--- config.mk ---
export PLATFORM = sky130hd
export DESIGN_NAME = bdsf_top
export DESIGN_NICKNAME = d
export VERILOG_FILES = /design/src/shared/bdsf_pkg.sv /design/src/design/bdsf_encoder.sv /design/src/design/bdsf_top.sv
export SDC_FILE = /design/constraint.sdc
export NUM_CORES = 1
export LEC_CHECK = 0
export ABC_AREA = 1
export BUFFER_PORTS_ARGS = -buffer_cell sky130_fd_sc_hd__buf_2
export CORE_MARGIN = 5
export CORE_UTILIZATION = 57
export CTS_CLUSTER_DIAMETER = 120
export DETAILED_ROUTE_END_ITERATION = 7
export GPL_ROUTABILITY_DRIVEN = 0
export PLACE_DENSITY_LB_ADDON = 0.08
export SLEW_MARGIN = 40
export SYNTH_ARGS = -nofsm -noshare
export SYNTH_HDL_FRONTEND = slang
export SYNTH_SLANG_ARGS = --single-unit
--- constraint.sdc ---
create_clock -name clk -period 6.15 [get_ports clk]
set_input_delay 0 -clock clk [delete_from_list [all_inputs] [get_ports clk]]
set_output_delay 0 -clock clk [all_outputs]
set_load 0.02 [all_outputs]
--- src/shared/bdsf_pkg.sv ---
// Purpose: constants and types for the drive supervisor
// Assumes: 20 MHz system clock
// Notes:   times kept in their own units, cycle counts derived
package bdsf_pkg;

  localparam int CLK_HZ        = 20_000_000;
  localparam int TB_DIV        = 2;
  localparam int TB_HZ         = CLK_HZ / TB_DIV;
  localparam int FILT_DIV      = 64;
  localparam int PWM_HZ        = 20_000;
  localparam int PWM_TICKS     = TB_HZ / PWM_HZ;
  localparam int DEAD_NS       = 1000;
  localparam int DEAD_TICKS    = (DEAD_NS * (TB_HZ / 1_000_000) + 999) / 1000;
  localparam int LOOP_HZ       = 500;
  localparam int LOOP_CYCLES   = CLK_HZ / LOOP_HZ;
  localparam int RAMP_MS       = 250;
  localparam int RAMP_STEPS    = RAMP_MS * LOOP_HZ / 1000;
  localparam int SPEED_MAX_RPM = 1200;
  localparam int RAMP_INC      = (SPEED_MAX_RPM + RAMP_STEPS - 1) / RAMP_STEPS;
  localparam int BTN_STEP_RPM  = 50;
  localparam int PC_PER_REV    = 2000;
  localparam int POLE_PAIRS    = 2;
  localparam int RPM_PER_CNT   = 60 * LOOP_HZ / PC_PER_REV;
  localparam int ALIGN_DUTY    = PWM_TICKS / 4;
  localparam int GAIN_SHIFT    = 15;

  localparam logic signed [23:0] P_GAIN = 24'sh004000;
  localparam logic signed [23:0] I_GAIN = 24'sh001000;

  localparam logic [3:0] CH_QD_A    = 4'h1;
  localparam logic [3:0] CH_QD_B    = 4'h2;
  localparam logic [3:0] CH_QD_IDX  = 4'h3;
  localparam logic [3:0] CH_OCP     = 4'h4;
  localparam logic [3:0] CH_SPEED   = 4'h5;
  localparam logic [3:0] CH_MASTER  = 4'h7;
  localparam logic [3:0] CH_PHASE_A = 4'h8;
  localparam logic [3:0] CH_PHASE_B = 4'ha;
  localparam logic [3:0] CH_PHASE_C = 4'hc;

  localparam logic [7:0] ADDR_SPEED  = 8'h00;
  localparam logic [7:0] ADDR_STATUS = 8'h04;
  localparam logic [7:0] ADDR_POS    = 8'h08;
  localparam logic [7:0] ADDR_CHMAP  = 8'h0c;
  localparam logic [7:0] ADDR_CHMAP2 = 8'h10;

  localparam logic [1:0] INIT_CFG    = 2'h0;
  localparam logic [1:0] INIT_START  = 2'h1;
  localparam logic [1:0] INIT_DECIDE = 2'h2;

  typedef enum logic [2:0] {
    S_INIT    = 3'h0,
    S_STOP    = 3'h1,
    S_ENABLE  = 3'h2,
    S_RUN     = 3'h3,
    S_DISABLE = 3'h4,
    S_MFAULT  = 3'h5,
    S_GFAULT  = 3'h6
  } bdsf_state_t;

  typedef enum logic [2:0] {
    F_NONE        = 3'h0,
    F_OVERCURRENT = 3'h1,
    F_MICROCODE   = 3'h2,
    F_ILLEGAL     = 3'h3,
    F_MISC        = 3'h4
  } bdsf_fault_t;

endpackage : bdsf_pkg

--- src/design/bdsf_encoder.sv ---
// Purpose: input filters and quadrature position counter
// Assumes: filt_en is a one-cycle pulse every FILT_DIV clocks
// Notes:   raw[0]=phase a, raw[1]=phase b, raw[2]=index
`timescale 1ns/1ns
`default_nettype none
module bdsf_encoder
  import bdsf_pkg::*;
#(
  parameter int PC_REV = PC_PER_REV
) (
  input  wire logic        clk,
  input  wire logic        rst_n,
  input  wire logic        filt_en,
  input  wire logic [2:0]  raw,
  output logic      [10:0] position,
  output logic             step_fwd,
  output logic             step_rev
);

  logic [2:0] filt;
  logic [2:0] filt_q;
  logic       a_chg;
  logic       b_chg;

  // three equal samples needed before the filtered level moves
  genvar g;
  generate
    for (g = 0; g < 3; g++) begin : g_flt
      logic [2:0] smp;
      logic       lvl;
      always_ff @(posedge clk or negedge rst_n) begin
        if (!rst_n) begin
          smp <= 3'h0;
          lvl <= 1'b0;
        end else if (filt_en) begin
          smp <= {smp[1:0], raw[g]};
          if (smp == 3'h7) begin
            lvl <= 1'b1;
          end else if (smp == 3'h0) begin
            lvl <= 1'b0;
          end
        end
      end
      assign filt[g] = lvl;
    end
  endgenerate

  assign a_chg = filt[0] ^ filt_q[0];
  assign b_chg = filt[1] ^ filt_q[1];

  always_ff @(posedge clk or negedge rst_n) begin
    if (!rst_n) begin
      filt_q   <= 3'h0;
      position <= 11'h000;
      step_fwd <= 1'b0;
      step_rev <= 1'b0;
    end else begin
      filt_q   <= filt;
      step_fwd <= 1'b0;
      step_rev <= 1'b0;
      if (filt[2] && !filt_q[2]) begin
        position <= 11'h000;
      end else if (a_chg ^ b_chg) begin
        // both edges at once is a lost step and is ignored
        if (filt[0] ^ filt_q[1]) begin
          step_fwd <= 1'b1;
          position <= (position == 11'(PC_REV - 1)) ? 11'h000 : position + 11'h001;
        end else begin
          step_rev <= 1'b1;
          position <= (position == 11'h000) ? 11'(PC_REV - 1) : position - 11'h001;
        end
      end
    end
  end
endmodule : bdsf_encoder
`default_nettype wire

--- src/design/bdsf_top.sv ---
// Purpose: supervisory state machine of a brushless drive with encoder
// Assumes: all inputs but sw_on_raw synchronous to clk; register port as documented below
// Notes:   commutation, dead time, ramp and speed loop sit beside the sequencer
`timescale 1ns/1ns
`default_nettype none
module bdsf_top
  import bdsf_pkg::*;
#(
  parameter int LOOP_CYC = LOOP_CYCLES
) (
  input  wire logic        clk,
  input  wire logic        rst_n,
  input  wire logic [7:0]  addr,
  input  wire logic [31:0] wdata,
  input  wire logic        wr,
  input  wire logic        rd,
  output logic      [31:0] rdata,
  input  wire logic        sw_on_raw,
  input  wire logic        btn_up,
  input  wire logic        btn_down,
  input  wire logic        ocp_in,
  input  wire logic        exc_microcode,
  input  wire logic        exc_illegal,
  input  wire logic        exc_misc,
  input  wire logic        stage_ready,
  input  wire logic [2:0]  enc_raw,
  output logic      [2:0]  gate_hi,
  output logic      [2:0]  gate_lo,
  output logic             pwm_enable,
  output logic             fault_led,
  output logic             ocp_armed,
  output logic             cfg_applied,
  output logic             timebase_run
);

  localparam int LW = $clog2(LOOP_CYC);
  localparam logic signed [47:0] INTEG_MAX = 48'(PWM_TICKS) <<< GAIN_SHIFT;

  bdsf_state_t state;
  bdsf_fault_t fault_code;
  logic [1:0]  init_step;
  logic        sw_meta;
  logic        sw_on;
  logic        ocp_q;
  logic        ocp_rise;
  logic        any_exc;
  logic        btn_up_q;
  logic        btn_down_q;
  logic [5:0]  fdiv;
  logic        filt_en;
  logic        tb_en;
  logic [LW-1:0] ldiv;
  logic        loop_en;
  logic [10:0] position;
  logic        step_fwd;
  logic        step_rev;
  logic signed [11:0] cnt_acc;
  logic signed [16:0] meas_rpm;
  logic [15:0] target_rpm;
  logic [15:0] speed_cmd;
  logic signed [16:0] err;
  logic signed [47:0] integ;
  logic signed [47:0] next_integ;
  logic signed [47:0] pi_sum;
  logic [9:0]  duty;
  logic [9:0]  pwm_cnt;
  logic        pwm_on;
  logic [2:0]  sector;

  function automatic bdsf_fault_t exc_code(input logic mc, input logic il);
    if (mc) begin
      return F_MICROCODE;
    end else if (il) begin
      return F_ILLEGAL;
    end
    return F_MISC;
  endfunction : exc_code

  // six electrical sectors per pole pair across the count range
  function automatic logic [2:0] sector_of(input logic [10:0] pos);
    int s;
    s = (int'(pos) * POLE_PAIRS * 6) / PC_PER_REV;
    return 3'(s % 6);
  endfunction : sector_of

  ////////////////////////////////////////////////////////////////////////////
  // inputs and dividers

  always_ff @(posedge clk or negedge rst_n) begin
    if (!rst_n) begin
      sw_meta    <= 1'b0;
      sw_on      <= 1'b0;
      ocp_q      <= 1'b0;
      btn_up_q   <= 1'b0;
      btn_down_q <= 1'b0;
    end else begin
      sw_meta    <= sw_on_raw;
      sw_on      <= sw_meta;
      ocp_q      <= ocp_in;
      btn_up_q   <= btn_up;
      btn_down_q <= btn_down;
    end
  end

  assign ocp_rise = ocp_in && !ocp_q;
  assign any_exc  = exc_microcode || exc_illegal || exc_misc;

  // timebase and loop dividers only run while the timebase is started; the filter divider always runs
  always_ff @(posedge clk or negedge rst_n) begin
    if (!rst_n) begin
      fdiv    <= 6'h00;
      filt_en <= 1'b0;
      tb_en   <= 1'b0;
      ldiv    <= '0;
      loop_en <= 1'b0;
    end else begin
      fdiv    <= fdiv + 6'h01;
      filt_en <= (fdiv == 6'(FILT_DIV - 1));
      tb_en   <= timebase_run && !tb_en;
      loop_en <= 1'b0;
      if (!timebase_run || ldiv == LW'(LOOP_CYC - 1)) begin
        ldiv    <= '0;
        loop_en <= timebase_run;
      end else begin
        ldiv <= ldiv + 1'b1;
      end
    end
  end

  bdsf_encoder #(
    .PC_REV (PC_PER_REV)
  ) u_enc (
    .clk      (clk),
    .rst_n    (rst_n),
    .filt_en  (filt_en),
    .raw      (enc_raw),
    .position (position),
    .step_fwd (step_fwd),
    .step_rev (step_rev)
  );

  ////////////////////////////////////////////////////////////////////////////
  // supervisor

  always_ff @(posedge clk or negedge rst_n) begin
    if (!rst_n) begin
      state        <= S_INIT;
      init_step    <= INIT_CFG;
      pwm_enable   <= 1'b0;
      ocp_armed    <= 1'b0;
      fault_led    <= 1'b0;
      fault_code   <= F_NONE;
      cfg_applied  <= 1'b0;
      timebase_run <= 1'b0;
    end else if (any_exc) begin
      state        <= S_GFAULT;
      init_step    <= INIT_CFG;
      pwm_enable   <= 1'b0;
      ocp_armed    <= 1'b0;
      cfg_applied  <= 1'b0;
      timebase_run <= 1'b0;
      fault_code   <= exc_code(exc_microcode, exc_illegal);
    end else if (ocp_rise && ocp_armed && state != S_MFAULT && state != S_GFAULT) begin
      state      <= S_MFAULT;
      pwm_enable <= 1'b0;
      fault_led  <= 1'b1;
      fault_code <= F_OVERCURRENT;
    end else begin
      case (state)
        S_INIT: begin
          case (init_step)
            INIT_CFG: begin
              cfg_applied <= 1'b1;
              init_step   <= INIT_START;
            end
            INIT_START: begin
              timebase_run <= 1'b1;
              init_step    <= INIT_DECIDE;
            end
            default: begin
              init_step <= INIT_CFG;
              state     <= sw_on ? S_MFAULT : S_STOP;
            end
          endcase
        end
        S_STOP: begin
          if (sw_on) begin
            state <= S_ENABLE;
          end
        end
        S_ENABLE: begin
          pwm_enable <= 1'b1;
          if (stage_ready) begin
            ocp_armed <= 1'b1;
            state     <= S_RUN;
          end
        end
        S_RUN: begin
          if (!sw_on) begin
            state <= S_DISABLE;
          end
        end
        S_DISABLE: begin
          pwm_enable <= 1'b0;
          if (!stage_ready) begin
            state <= S_STOP;
          end
        end
        S_MFAULT: begin
          if (!sw_on) begin
            fault_led <= 1'b0;
            state     <= S_STOP;
          end
        end
        S_GFAULT: begin
          if (!sw_on) begin
            state <= S_INIT;
          end
        end
        default: state <= S_INIT;
      endcase
    end
  end

  ////////////////////////////////////////////////////////////////////////////
  // required speed: host register, buttons, ramp

  always_ff @(posedge clk or negedge rst_n) begin
    if (!rst_n) begin
      target_rpm <= 16'h0000;
    end else if (state == S_ENABLE || state == S_DISABLE || state == S_MFAULT || state == S_GFAULT) begin
      target_rpm <= 16'h0000;
    end else if (wr && addr == ADDR_SPEED) begin
      target_rpm <= (wdata[15:0] > 16'(SPEED_MAX_RPM)) ? 16'(SPEED_MAX_RPM) : wdata[15:0];
    end else if (btn_up && !btn_up_q) begin
      target_rpm <= (target_rpm + 16'(BTN_STEP_RPM) > 16'(SPEED_MAX_RPM)) ?
                    16'(SPEED_MAX_RPM) : target_rpm + 16'(BTN_STEP_RPM);
    end else if (btn_down && !btn_down_q) begin
      target_rpm <= (target_rpm < 16'(BTN_STEP_RPM)) ? 16'h0000 : target_rpm - 16'(BTN_STEP_RPM);
    end
  end

  // speed command follows the target at a bounded slope, once per loop tick
  always_ff @(posedge clk or negedge rst_n) begin
    if (!rst_n) begin
      speed_cmd <= 16'h0000;
    end else if (state != S_RUN) begin
      speed_cmd <= 16'h0000;
    end else if (loop_en) begin
      if (target_rpm > speed_cmd + 16'(RAMP_INC)) begin
        speed_cmd <= speed_cmd + 16'(RAMP_INC);
      end else if (target_rpm + 16'(RAMP_INC) < speed_cmd) begin
        speed_cmd <= speed_cmd - 16'(RAMP_INC);
      end else begin
        speed_cmd <= target_rpm;
      end
    end
  end

  ////////////////////////////////////////////////////////////////////////////
  // speed measurement and pi loop

  always_ff @(posedge clk or negedge rst_n) begin
    if (!rst_n) begin
      cnt_acc  <= 12'sh000;
      meas_rpm <= 17'sh00000;
    end else if (loop_en) begin
      cnt_acc  <= 12'sh000;
      // widen before the product so a fast shaft cannot overflow the count
      meas_rpm <= 17'(cnt_acc) * 17'sd15;
    end else if (step_fwd) begin
      cnt_acc <= cnt_acc + 12'sh001;
    end else if (step_rev) begin
      cnt_acc <= cnt_acc - 12'sh001;
    end
  end

  assign err        = $signed({1'b0, speed_cmd}) - meas_rpm;
  assign next_integ = integ + 48'(err) * 48'(I_GAIN);
  assign pi_sum     = (48'(err) * 48'(P_GAIN) + integ) >>> GAIN_SHIFT;

  // integrator clamped to the duty range so it cannot wind up
  always_ff @(posedge clk or negedge rst_n) begin
    if (!rst_n) begin
      integ <= 48'sh0;
      duty  <= 10'h000;
    end else if (state == S_ENABLE) begin
      integ <= 48'sh0;
      duty  <= 10'(ALIGN_DUTY);
    end else if (state != S_RUN) begin
      integ <= 48'sh0;
      duty  <= 10'h000;
    end else if (loop_en) begin
      if (next_integ < 48'sh0) begin
        integ <= 48'sh0;
      end else if (next_integ > INTEG_MAX) begin
        integ <= INTEG_MAX;
      end else begin
        integ <= next_integ;
      end
      if (pi_sum < 48'sh0) begin
        duty <= 10'h000;
      end else if (pi_sum > 48'(PWM_TICKS)) begin
        duty <= 10'(PWM_TICKS);
      end else begin
        duty <= pi_sum[9:0];
      end
    end
  end

  ////////////////////////////////////////////////////////////////////////////
  // commutated complementary pwm with dead time

  always_ff @(posedge clk or negedge rst_n) begin
    if (!rst_n) begin
      pwm_cnt <= 10'h000;
    end else if (tb_en) begin
      pwm_cnt <= (pwm_cnt == 10'(PWM_TICKS - 1)) ? 10'h000 : pwm_cnt + 10'h001;
    end
  end

  assign pwm_on = pwm_cnt < duty;
  assign sector = (state == S_ENABLE) ? 3'h0 : sector_of(position);

  genvar p;
  generate
    for (p = 0; p < 3; p++) begin : g_phase
      logic       hi;
      logic       lo;
      logic       want_hi;
      logic       want_lo;
      logic [4:0] dt;
      logic       drv_pos;
      logic       drv_neg;
      assign drv_pos = (32'(sector) / 2) == p;
      assign drv_neg = (((32'(sector) + 1) % 6) / 2) == ((p + 2) % 3);
      assign want_hi = pwm_enable && drv_pos && pwm_on;
      assign want_lo = pwm_enable && (drv_neg || (drv_pos && !pwm_on));
      always_ff @(posedge clk or negedge rst_n) begin
        if (!rst_n) begin
          hi <= 1'b0;
          lo <= 1'b0;
          dt <= 5'h00;
        end else if (hi != want_hi || lo != want_lo) begin
          // a switch always passes through both-off for the dead time
          if (hi || lo) begin
            hi <= 1'b0;
            lo <= 1'b0;
            dt <= 5'h00;
          end else if (dt >= 5'(DEAD_TICKS)) begin
            hi <= want_hi;
            lo <= want_lo;
          end else if (tb_en) begin
            dt <= dt + 5'h01;
          end
        end else if (!hi && !lo && tb_en && dt < 5'(DEAD_TICKS)) begin
          dt <= dt + 5'h01;
        end
      end
      assign gate_hi[p] = hi;
      assign gate_lo[p] = lo;
    end
  endgenerate

  ////////////////////////////////////////////////////////////////////////////
  // register read port

  always_ff @(posedge clk or negedge rst_n) begin
    if (!rst_n) begin
      rdata <= 32'h00000000;
    end else if (!rd) begin
      rdata <= 32'h00000000;
    end else begin
      case (addr)
        ADDR_SPEED:  rdata <= {16'h0000, target_rpm};
        ADDR_STATUS: rdata <= {21'h00000, timebase_run, cfg_applied, ocp_armed, pwm_enable,
                               fault_led, fault_code, state};
        ADDR_POS:    rdata <= {speed_cmd[15:0], 5'h00, position};
        ADDR_CHMAP:  rdata <= {CH_PHASE_B, CH_PHASE_A, CH_MASTER, CH_SPEED,
                               CH_OCP, CH_QD_IDX, CH_QD_B, CH_QD_A};
        ADDR_CHMAP2: rdata <= {28'h0000000, CH_PHASE_C};
        default:     rdata <= 32'h00000000;
      endcase
    end
  end

  ////////////////////////////////////////////////////////////////////////////
  // checks

  logic rst_seen;
  always_ff @(posedge clk or negedge rst_n) begin
    if (!rst_n) begin
      rst_seen <= 1'b0;
    end else begin
      rst_seen <= 1'b1;
    end
  end
endmodule : bdsf_top
`default_nettype wire

# Yosys cells after proc, flatten, opt, wreduce, memory -nomap -nowiden
# Index checks and enable logic that the tools add are counted.
# totals
wordCells	356
ff_bits	253
# classes
div_mod_pow	3
bitwise_logic	5
multipliers	2
magnitude_cmp	16
n_addsub	19
n_eq_ne	46
n_mux	115
n_reduce_logical	105
# ops
op	n
$mux W48	5
$mux W16	12
$pmux W32 S5	1
$mux W5	15
$logic_not A32 Y1	2
$mux W10	6
$mux W11	5
$add A31 B48 Y48	1
$add A48 B29 Y48	1
$gt A48 B25 Y1 const B	1
$lt A48 B1 Y1 const B	1
$mux W3	16
$mux W1	45
$mux W12	3
$reduce_bool A2 Y1	18
$gt A33 B10 Y1 const B	1
$lt A33 B1 Y1 const B	1
$add A16 B4 Y16 const B	2
$div A32 B12 Y32 const B	1
$gt A16 B11 Y1 const B	2
$mod A32 B3 Y32 const B	1
$mod A32 B4 Y32 const B	1
$mux W32	1
$eq A31 B1 Y1 const B	1
59 further kinds	168

# Longest topological paths before layout
# depth
word_depth	13
ltp_mapped	62
mapped_depth_nobuf	62

# Modules after synthesis
# A second synthesis with hierarchy kept.
# hier_totals
hier_cells	2864
hier_area_um2	20637.3
# modules_own_cells
module	n_inst	area_per_inst_um2	cells_each
bdsf_top	1	18905.6	2620
bdsf_encoder	1	1731.7	244

# Worst setup path before layout
# OpenSTA, ideal clock, no wires.
# synth_timing
path_kind	register -> register
from	register u_enc.position[0]
to	register g_phase[0].dt[2]
setup_slack_ns	-0.144
setup_ns	0.119
arrival_ns	6.175
path_stages_with_launch	60
period_less_slack_ns	6.294
n_path_buf	1
cell_sequence	dfrtp_1 > ha_1 > inv_1 > fa_1 > inv_1 > nand2_1 > nand3_1 > nand3_1 > nand2_1 > nand2_1 > nand2_1 > nand3_1 > nor3_1 > ha_1 > inv_1 > nand3_1 > nand2_2 > nand2_1 > [24 not listed] > ha_1 > nand4_1 > nand2_1 > inv_2 > ha_1 > inv_1 > nand2_1 > nand2_2 > inv_1 > nand3_1 > nand2_2 > nand2_2 > nand2_2 > nand3_4 > nand3_4 > nand2_2 > nand2_1 > nand2_1
# synth_via
elab_chain_len	13
elab_cells_between_ends	21
# synth_lines
item	line	source
start, declared	bdsf_encoder.sv:15	output logic [10:0] position,
start signal, assigned	bdsf_encoder.sv:67	position <= (position == 11'(PC_REV - 1)) ? 11'h000 : position + 11'h001;
start signal, assigned	bdsf_encoder.sv:70	position <= (position == 11'h000) ? 11'(PC_REV - 1) : position - 11'h001;
$mul A11 B2 Y13 (*)	bdsf_top.sv:82	s = (int'(pos) * POLE_PAIRS * 6) / PC_PER_REV;
$div A32 B12 Y32 (*)	bdsf_top.sv:82	
$mod A32 B4 Y32 (*)	bdsf_top.sv:83	return 3'(s % 6);
$mux W3 (*)	bdsf_top.sv:323	assign sector = (state == S_ENABLE) ? 3'h0 : sector_of(position);
$add A3 B1 Y4	bdsf_top.sv:336	assign drv_neg = (((32'(sector) + 1) % 6) / 2) == ((p + 2) % 3);
$mod A32 B3 Y32	bdsf_top.sv:336	
$eq A31 B2 Y1	bdsf_top.sv:336	
$logic_or A1 B1 Y1	bdsf_top.sv:338	assign want_lo = pwm_enable && (drv_neg || (drv_pos && !pwm_on));
$logic_and A1 B1 Y1	bdsf_top.sv:338	
$ne A1 B1 Y1	bdsf_top.sv:344	end else if (hi != want_hi || lo != want_lo) begin
$logic_or A1 B1 Y1 (*)	bdsf_top.sv:344	
$ne A3 B3 Y1 (no line) (tied with other cells)	-	
$reduce_and A3 Y1 (no line)	-	
end signal, assigned	bdsf_top.sv:354	dt <= dt + 5'h01;
end signal, assigned	bdsf_top.sv:357	dt <= dt + 5'h01;
end, declared	bdsf_top.sv:332	logic [4:0] dt;
# Mark *: on every way between the ends. The rest lies on a longest branch, timed or not.
# A chain may end at the register's enable or synchronous reset.

# Final worst setup path
# layout_timing
from	register u_enc.position[1]
to	register g_phase[1].dt[1]
# layout_via
elab_chain_len	13
elab_cells_between_ends	21
# layout_lines
item	line
$mul A11 B2 Y13 (*)	bdsf_top.sv:82
$div A32 B12 Y32 (*)	bdsf_top.sv:82
$mod A32 B4 Y32 (*)	bdsf_top.sv:83
$mux W3 (*)	bdsf_top.sv:323
$add A3 B1 Y4	bdsf_top.sv:336
$mod A32 B3 Y32	bdsf_top.sv:336
$logic_not A32 Y1	bdsf_top.sv:336
$logic_or A1 B1 Y1	bdsf_top.sv:338
$logic_and A1 B1 Y1	bdsf_top.sv:338
$ne A1 B1 Y1	bdsf_top.sv:344
$logic_or A1 B1 Y1 (*)	bdsf_top.sv:344
$ne A3 B3 Y1 (no line) (tied with other cells)	-
$reduce_and A3 Y1 (no line)	-
end signal, assigned	bdsf_top.sv:354
end signal, assigned	bdsf_top.sv:357
end, declared	bdsf_top.sv:332
# Marks and branches as above.

==> run_summary.xml <==
<?xml version="1.0" encoding="UTF-8"?>
<metrics>
  <group name="run_status">
    <metric name="status" unit="">finished with violations</metric>
    <metric name="violations" unit="">negative setup slack</metric>
  </group>
  <group name="clock_network">
    <metric name="insertion_delay" unit="ns">0.59</metric>
    <metric name="cts.sink_count" unit="">240</metric>
    <metric name="cts_made_buffers" unit="">29</metric>
    <metric name="worst_setup_hold_path_clk_slew" unit="ns">0.06</metric>
    <metric name="cts_tree" unit="">built</metric>
    <metric name="cts.htree.levels" unit="">1</metric>
    <metric name="clk_path_buf_depth" unit="">3</metric>
    <metric name="clock-root-buffer" unit="">sky130_fd_sc_hd__clkbuf_16</metric>
  </group>
  <group name="timing">
    <metric name="count_of_final_hold_check_violations" unit="">0</metric>
    <metric name="finalCritPeriodShare" unit="">1.04</metric>
    <metric name="timing.setup.tns" unit="ns">-4.50</metric>
    <metric name="maxSlewHeadroom" unit="">0.437</metric>
    <metric name="final.min_clock_period" unit="ns">6.39</metric>
    <metric name="final_max_slew_viol_count" unit="">0</metric>
    <metric name="fin_worst_skew" unit="ns">0.0357</metric>
    <metric name="fin_hold_ws" unit="ns">0.00248</metric>
    <metric name="finalSetupViolations" unit="">26</metric>
    <metric name="postLayoutSetupSlackWorst" unit="ns">-0.242</metric>
    <metric name="rsz0062_at_grt" unit="">yes</metric>
    <metric name="max_freq" unit="GHz">0.156</metric>
    <metric name="max_slew.worst_pin.slew" unit="ns">0.838</metric>
  </group>
  <group name="floorplanning">
    <metric name="die_area" unit="um2">39100</metric>
    <metric name="placeableCoreArea" unit="um2">34600</metric>
    <metric name="chip_height" unit="um">198</metric>
    <metric name="io-pin-count" unit="">98</metric>
    <metric name="floorplan.die.width" unit="um">198</metric>
    <metric name="floorplan.rows" unit="">68</metric>
    <metric name="starting_utilization_of_the_core_area" unit="">0.580</metric>
  </group>
  <group name="power_and_ir_drop">
    <metric name="p_leak" unit="nW">12.7</metric>
    <metric name="sequentialPowerShare" unit="">0.445</metric>
    <metric name="switching_power" unit="uW">938</metric>
    <metric name="switching_share" unit="">0.256</metric>
    <metric name="comb_power_share" unit="">0.069</metric>
    <metric name="p_per_area" unit="nW/um2">146</metric>
    <metric name="clkPwrFrac" unit="">0.485</metric>
    <metric name="vdd_ir_drop_max" unit="V">0.000219</metric>
    <metric name="internal-power" unit="mW">2.72</metric>
  </group>
  <group name="layout">
    <metric name="sequential_cell_area" unit="um2">6010</metric>
    <metric name="n_antenna_cell" unit="">0</metric>
    <metric name="fin_nets" unit="">3264</metric>
    <metric name="share_of_final_layout_standard_cells_stronger_than_drive_strength_1" unit="">0.206</metric>
    <metric name="multiInputGateArea" unit="um2">13500</metric>
    <metric name="area_delta_synth_final" unit="%">24.6</metric>
    <metric name="instances_no_fill" unit="">3479</metric>
    <metric name="n_fill_cell" unit="">2630</metric>
  </group>
  <group name="yosys">
    <metric name="synth-edff-count" unit="">0</metric>
    <metric name="synth_top_cell_by_area" unit="">sky130_fd_sc_hd__dfrtp_1</metric>
    <metric name="post_synth_xor_area_fraction" unit="">0.0737</metric>
    <metric name="synthCells" unit="">2717</metric>
    <metric name="post-synth-top-count-cell" unit="">sky130_fd_sc_hd__nand2_1</metric>
    <metric name="syn_area_per_cell" unit="um2">7.39</metric>
    <metric name="yosys.area_share.simple" unit="">0.246</metric>
    <metric name="synthesis.area" unit="um2">20100</metric>
    <metric name="ys.flop_type" unit="">sky130_fd_sc_hd__dfrtp_1</metric>
    <metric name="synth_compound_area_frac" unit="">0.149</metric>
    <metric name="synth_warnings" unit="">0</metric>
    <metric name="synth.top_cell.area_share" unit="">0.299</metric>
    <metric name="post_synth_num_cell_types" unit="">66</metric>
    <metric name="biggest_area_contributors_in_the_synthesized_netlist" unit="">sky130_fd_sc_hd__dfrtp_1 30%, sky130_fd_sc_hd__ha_1 11%, sky130_fd_sc_hd__nand2_1 9.2%</metric>
    <metric name="synth.area.mux_share" unit="">0</metric>
    <metric name="synth_async_sr_flop_share" unit="">1.00</metric>
    <metric name="postSynthNetCount" unit="">2980</metric>
    <metric name="synth_sequential_area_ratio" unit="">0.299</metric>
    <metric name="synth_seq_cells" unit="">240</metric>
    <metric name="adder_cell_area_share_of_the_yosys_netlist" unit="">0.139</metric>
    <metric name="synth_top_family_by_area" unit="">simple AND/OR/NAND/NOR gates</metric>
    <metric name="ys_top_cells_by_count" unit="">495 x sky130_fd_sc_hd__nand2_1, 423 x sky130_fd_sc_hd__inv_1, 274 x sky130_fd_sc_hd__nor2_1</metric>
  </group>
  <group name="routing">
    <metric name="drc_errors" unit="">0</metric>
    <metric name="detail_route.wl_per_cell" unit="um">16.1</metric>
    <metric name="drt_pre_antenna_iters" unit="">7</metric>
    <metric name="first_iter_violations" unit="">1583</metric>
    <metric name="post_drt_via_cell_ratio" unit="">5.57</metric>
    <metric name="routed_wirelength" unit="mm">56.0</metric>
    <metric name="routed-via-count" unit="">19400</metric>
    <metric name="ant_nets_after_route" unit="">0</metric>
  </group>
  <group name="worst_setup_path">
    <metric name="worst_ep_required_time" unit="ns">6.65</metric>
    <metric name="crit_path_top_delay_cell" unit="">sky130_fd_sc_hd__dfrtp_1</metric>
    <metric name="worstPathMaxFanout" unit="">7</metric>
    <metric name="startpoint_type" unit="">flop</metric>
    <metric name="rrSetupSlack" unit="ns">-0.24</metric>
    <metric name="critPathMostFrequentCell" unit="">sky130_fd_sc_hd__nand2_2</metric>
    <metric name="worst-setup-path-type" unit="">reg -&gt; reg</metric>
    <metric name="critical_path_arrival" unit="ns">6.89</metric>
    <metric name="max_stage_delay" unit="ns">0.42</metric>
    <metric name="cp-end-kind" unit="">flop</metric>
  </group>
  <group name="run">
    <metric name="timing.max_cap.violations" unit="">0</metric>
  </group>
  <group name="global_route">
    <metric name="gr-usage-met2" unit="">0.451</metric>
    <metric name="track_usage" unit="">0.270</metric>
    <metric name="first_global_vias" unit="">18700</metric>
    <metric name="grt_start_max_net_pins" unit="">104</metric>
    <metric name="first_pass_grt_wire_length" unit="mm">89.4</metric>
    <metric name="globalRoute.busiestLayer" unit="">met2</metric>
    <metric name="met1_usage" unit="">0.376</metric>
    <metric name="grt_use_met3" unit="">0.0274</metric>
    <metric name="number_of_antenna_violations_at_the_first_check_in_global_routing" unit="">0</metric>
    <metric name="gr-total-overflow" unit="">0</metric>
  </group>
  <group name="place">
    <metric name="place_inst" unit="">3330</metric>
    <metric name="port_buffers" unit="">81</metric>
    <metric name="hpwl" unit="mm">39.5</metric>
  </group>
  <group name="worst_hold_path">
    <metric name="worstHoldPathType" unit="">in -&gt; async</metric>
  </group>
</metrics>
[metal layers]
layer / share of wire / vias up
li1: - / 9534
met1: 0.44 / 9052
met2: 0.47 / 655
met3: 0.058 / 135
met4: 0.028 / 0
met5: 0 / -
[power by group through the flow]
stage               logic [mW]  registers [mW]  clock network [mW]
global placement         0.222            1.66                   0
CTS                      0.248            1.63                1.80
global route             0.285            1.63                1.88
floorplan                0.138            1.65                   0
finish                   0.254            1.63                1.78
detailed placement       0.230            1.66                   0
[per-stage QoR]
stage / total power, mW / setup WS [ns] / instance area (um2) / utilization
floorplan: 1.79 / -0.0317 / 20200 / -
global placement: 1.88 / -0.0773 / 21900 / 0.633
detailed placement: 1.89 / -0.338 / 22000 / 0.634
CTS: 3.67 / -0.0595 / 23800 / 0.688
global route: 3.79 / -0.755 / 25000 / 0.723
finish: 3.66 / -0.242 / 25000 / 0.723
[final cells by class]
cell class,instances,share of cell area
Tap cell,455,0.0227
Inverter,447,0.0674
Timing Repair Buffer,298,0.0910
Multi-Input combinational cell,1985,0.540
Clock buffer,36,0.0308
Sequential cell,240,0.240
Clock inverter,18,0.00810
[kinds of logic after synthesis]
family                     after synthesis
and+or+nand+nor                       1101
AOI/OAI and AO/OA                      506
buffers and inverters                  493
DFF                                    240
adders and majority gates              208
xor gates and xnor gates               169
[worst paths after layout]
path                                                 from                      endpoint  depth (start not counted)
setup / recovery            u_enc.position[1]$_DFFE_PN0P_  g_phase[1].dt[1]$_DFFE_PN0P_                         61
hold / removal                                      rst_n         integ[35]$_DFFE_PN0P_                          2
setup reg to reg            u_enc.position[1]$_DFFE_PN0P_  g_phase[1].dt[1]$_DFFE_PN0P_                         61
hold reg to reg            u_enc.g_flt[2].lvl$_DFFE_PN0P_     u_enc.filt_q[2]$_DFF_PN0_                          0
max in group asynchronous                           rst_n     target_rpm[5]$_DFFE_PN0P_                          4
min in group clk                                sw_on_raw             sw_meta$_DFF_PN0_                          2
[timing repair]
item	in CTS	in global routing
endpoints found under the hold margin	178	0
gates resized for setup	58	222
setup endpoints to repair	25	42
buffers inserted	23	33
cloned	2	1
pin swaps	60	84
hold buffers	39	0
[state kept, by name (all words and copies together), names as in the netlist, 6 cells and up]
signal	count
integ	35
rdata	32
meas_rpm	17
ldiv	16
speed_cmd	16
target_rpm	16
g_phase.dt	15
cnt_acc	12
u_enc.position	11
duty	10
pwm_cnt	10
u_enc.g_flt.smp	9
fdiv	6
[critical path: cells and delay by family, from the launching register on]
kind	cells	cell delay (ns)
and+or+nand+nor	46	4.06
DFF	1	0.42
adders and majority gates	5	1.08
AOI/OAI and AO/OA	1	0.11
buffers and inverters	9	0.63
[cell usage in the layout, fill, tap and decap left out, types with 10 or more instances in the layout]
master                          Yosys  routed
sky130_fd_sc_hd__a21oi_1          178     145
sky130_fd_sc_hd__a21oi_2            3      26
sky130_fd_sc_hd__a21oi_4            0      10
sky130_fd_sc_hd__a31oi_1           13      13
sky130_fd_sc_hd__buf_2              1      80
sky130_fd_sc_hd__buf_4              7     161
sky130_fd_sc_hd__buf_6              1      11
sky130_fd_sc_hd__clkbuf_16          0      30
sky130_fd_sc_hd__clkinv_1          10      10
sky130_fd_sc_hd__dfrtp_1          240     239
sky130_fd_sc_hd__dlygate4sd3_1      0      39
sky130_fd_sc_hd__fa_1              24      22
sky130_fd_sc_hd__ha_1             184     150
sky130_fd_sc_hd__ha_4               0      30
sky130_fd_sc_hd__inv_1            423     399
sky130_fd_sc_hd__inv_2             14      34
sky130_fd_sc_hd__nand2_1          495     441
sky130_fd_sc_hd__nand2_2           30      70
sky130_fd_sc_hd__nand2_4            5      18
sky130_fd_sc_hd__nand3_1          135     114
sky130_fd_sc_hd__nand3_2           13      26
sky130_fd_sc_hd__nand3_4            6      15
sky130_fd_sc_hd__nand4_1           38      38
sky130_fd_sc_hd__nor2_1           274     258
sky130_fd_sc_hd__nor2_2             7      14
sky130_fd_sc_hd__nor2_4             4      13
sky130_fd_sc_hd__nor3_1            52      46
sky130_fd_sc_hd__nor3b_1           12      12
sky130_fd_sc_hd__nor4_1            14      12
sky130_fd_sc_hd__o2111ai_1         18      18
sky130_fd_sc_hd__o21ai_0          154     137
sky130_fd_sc_hd__o21ai_1            2      10
sky130_fd_sc_hd__o21bai_1          24      23
sky130_fd_sc_hd__o22ai_1           32      23
sky130_fd_sc_hd__xnor2_1           31      31
sky130_fd_sc_hd__xor2_1           138     136
No activity file was read; power rests on OpenSTA's default activity.
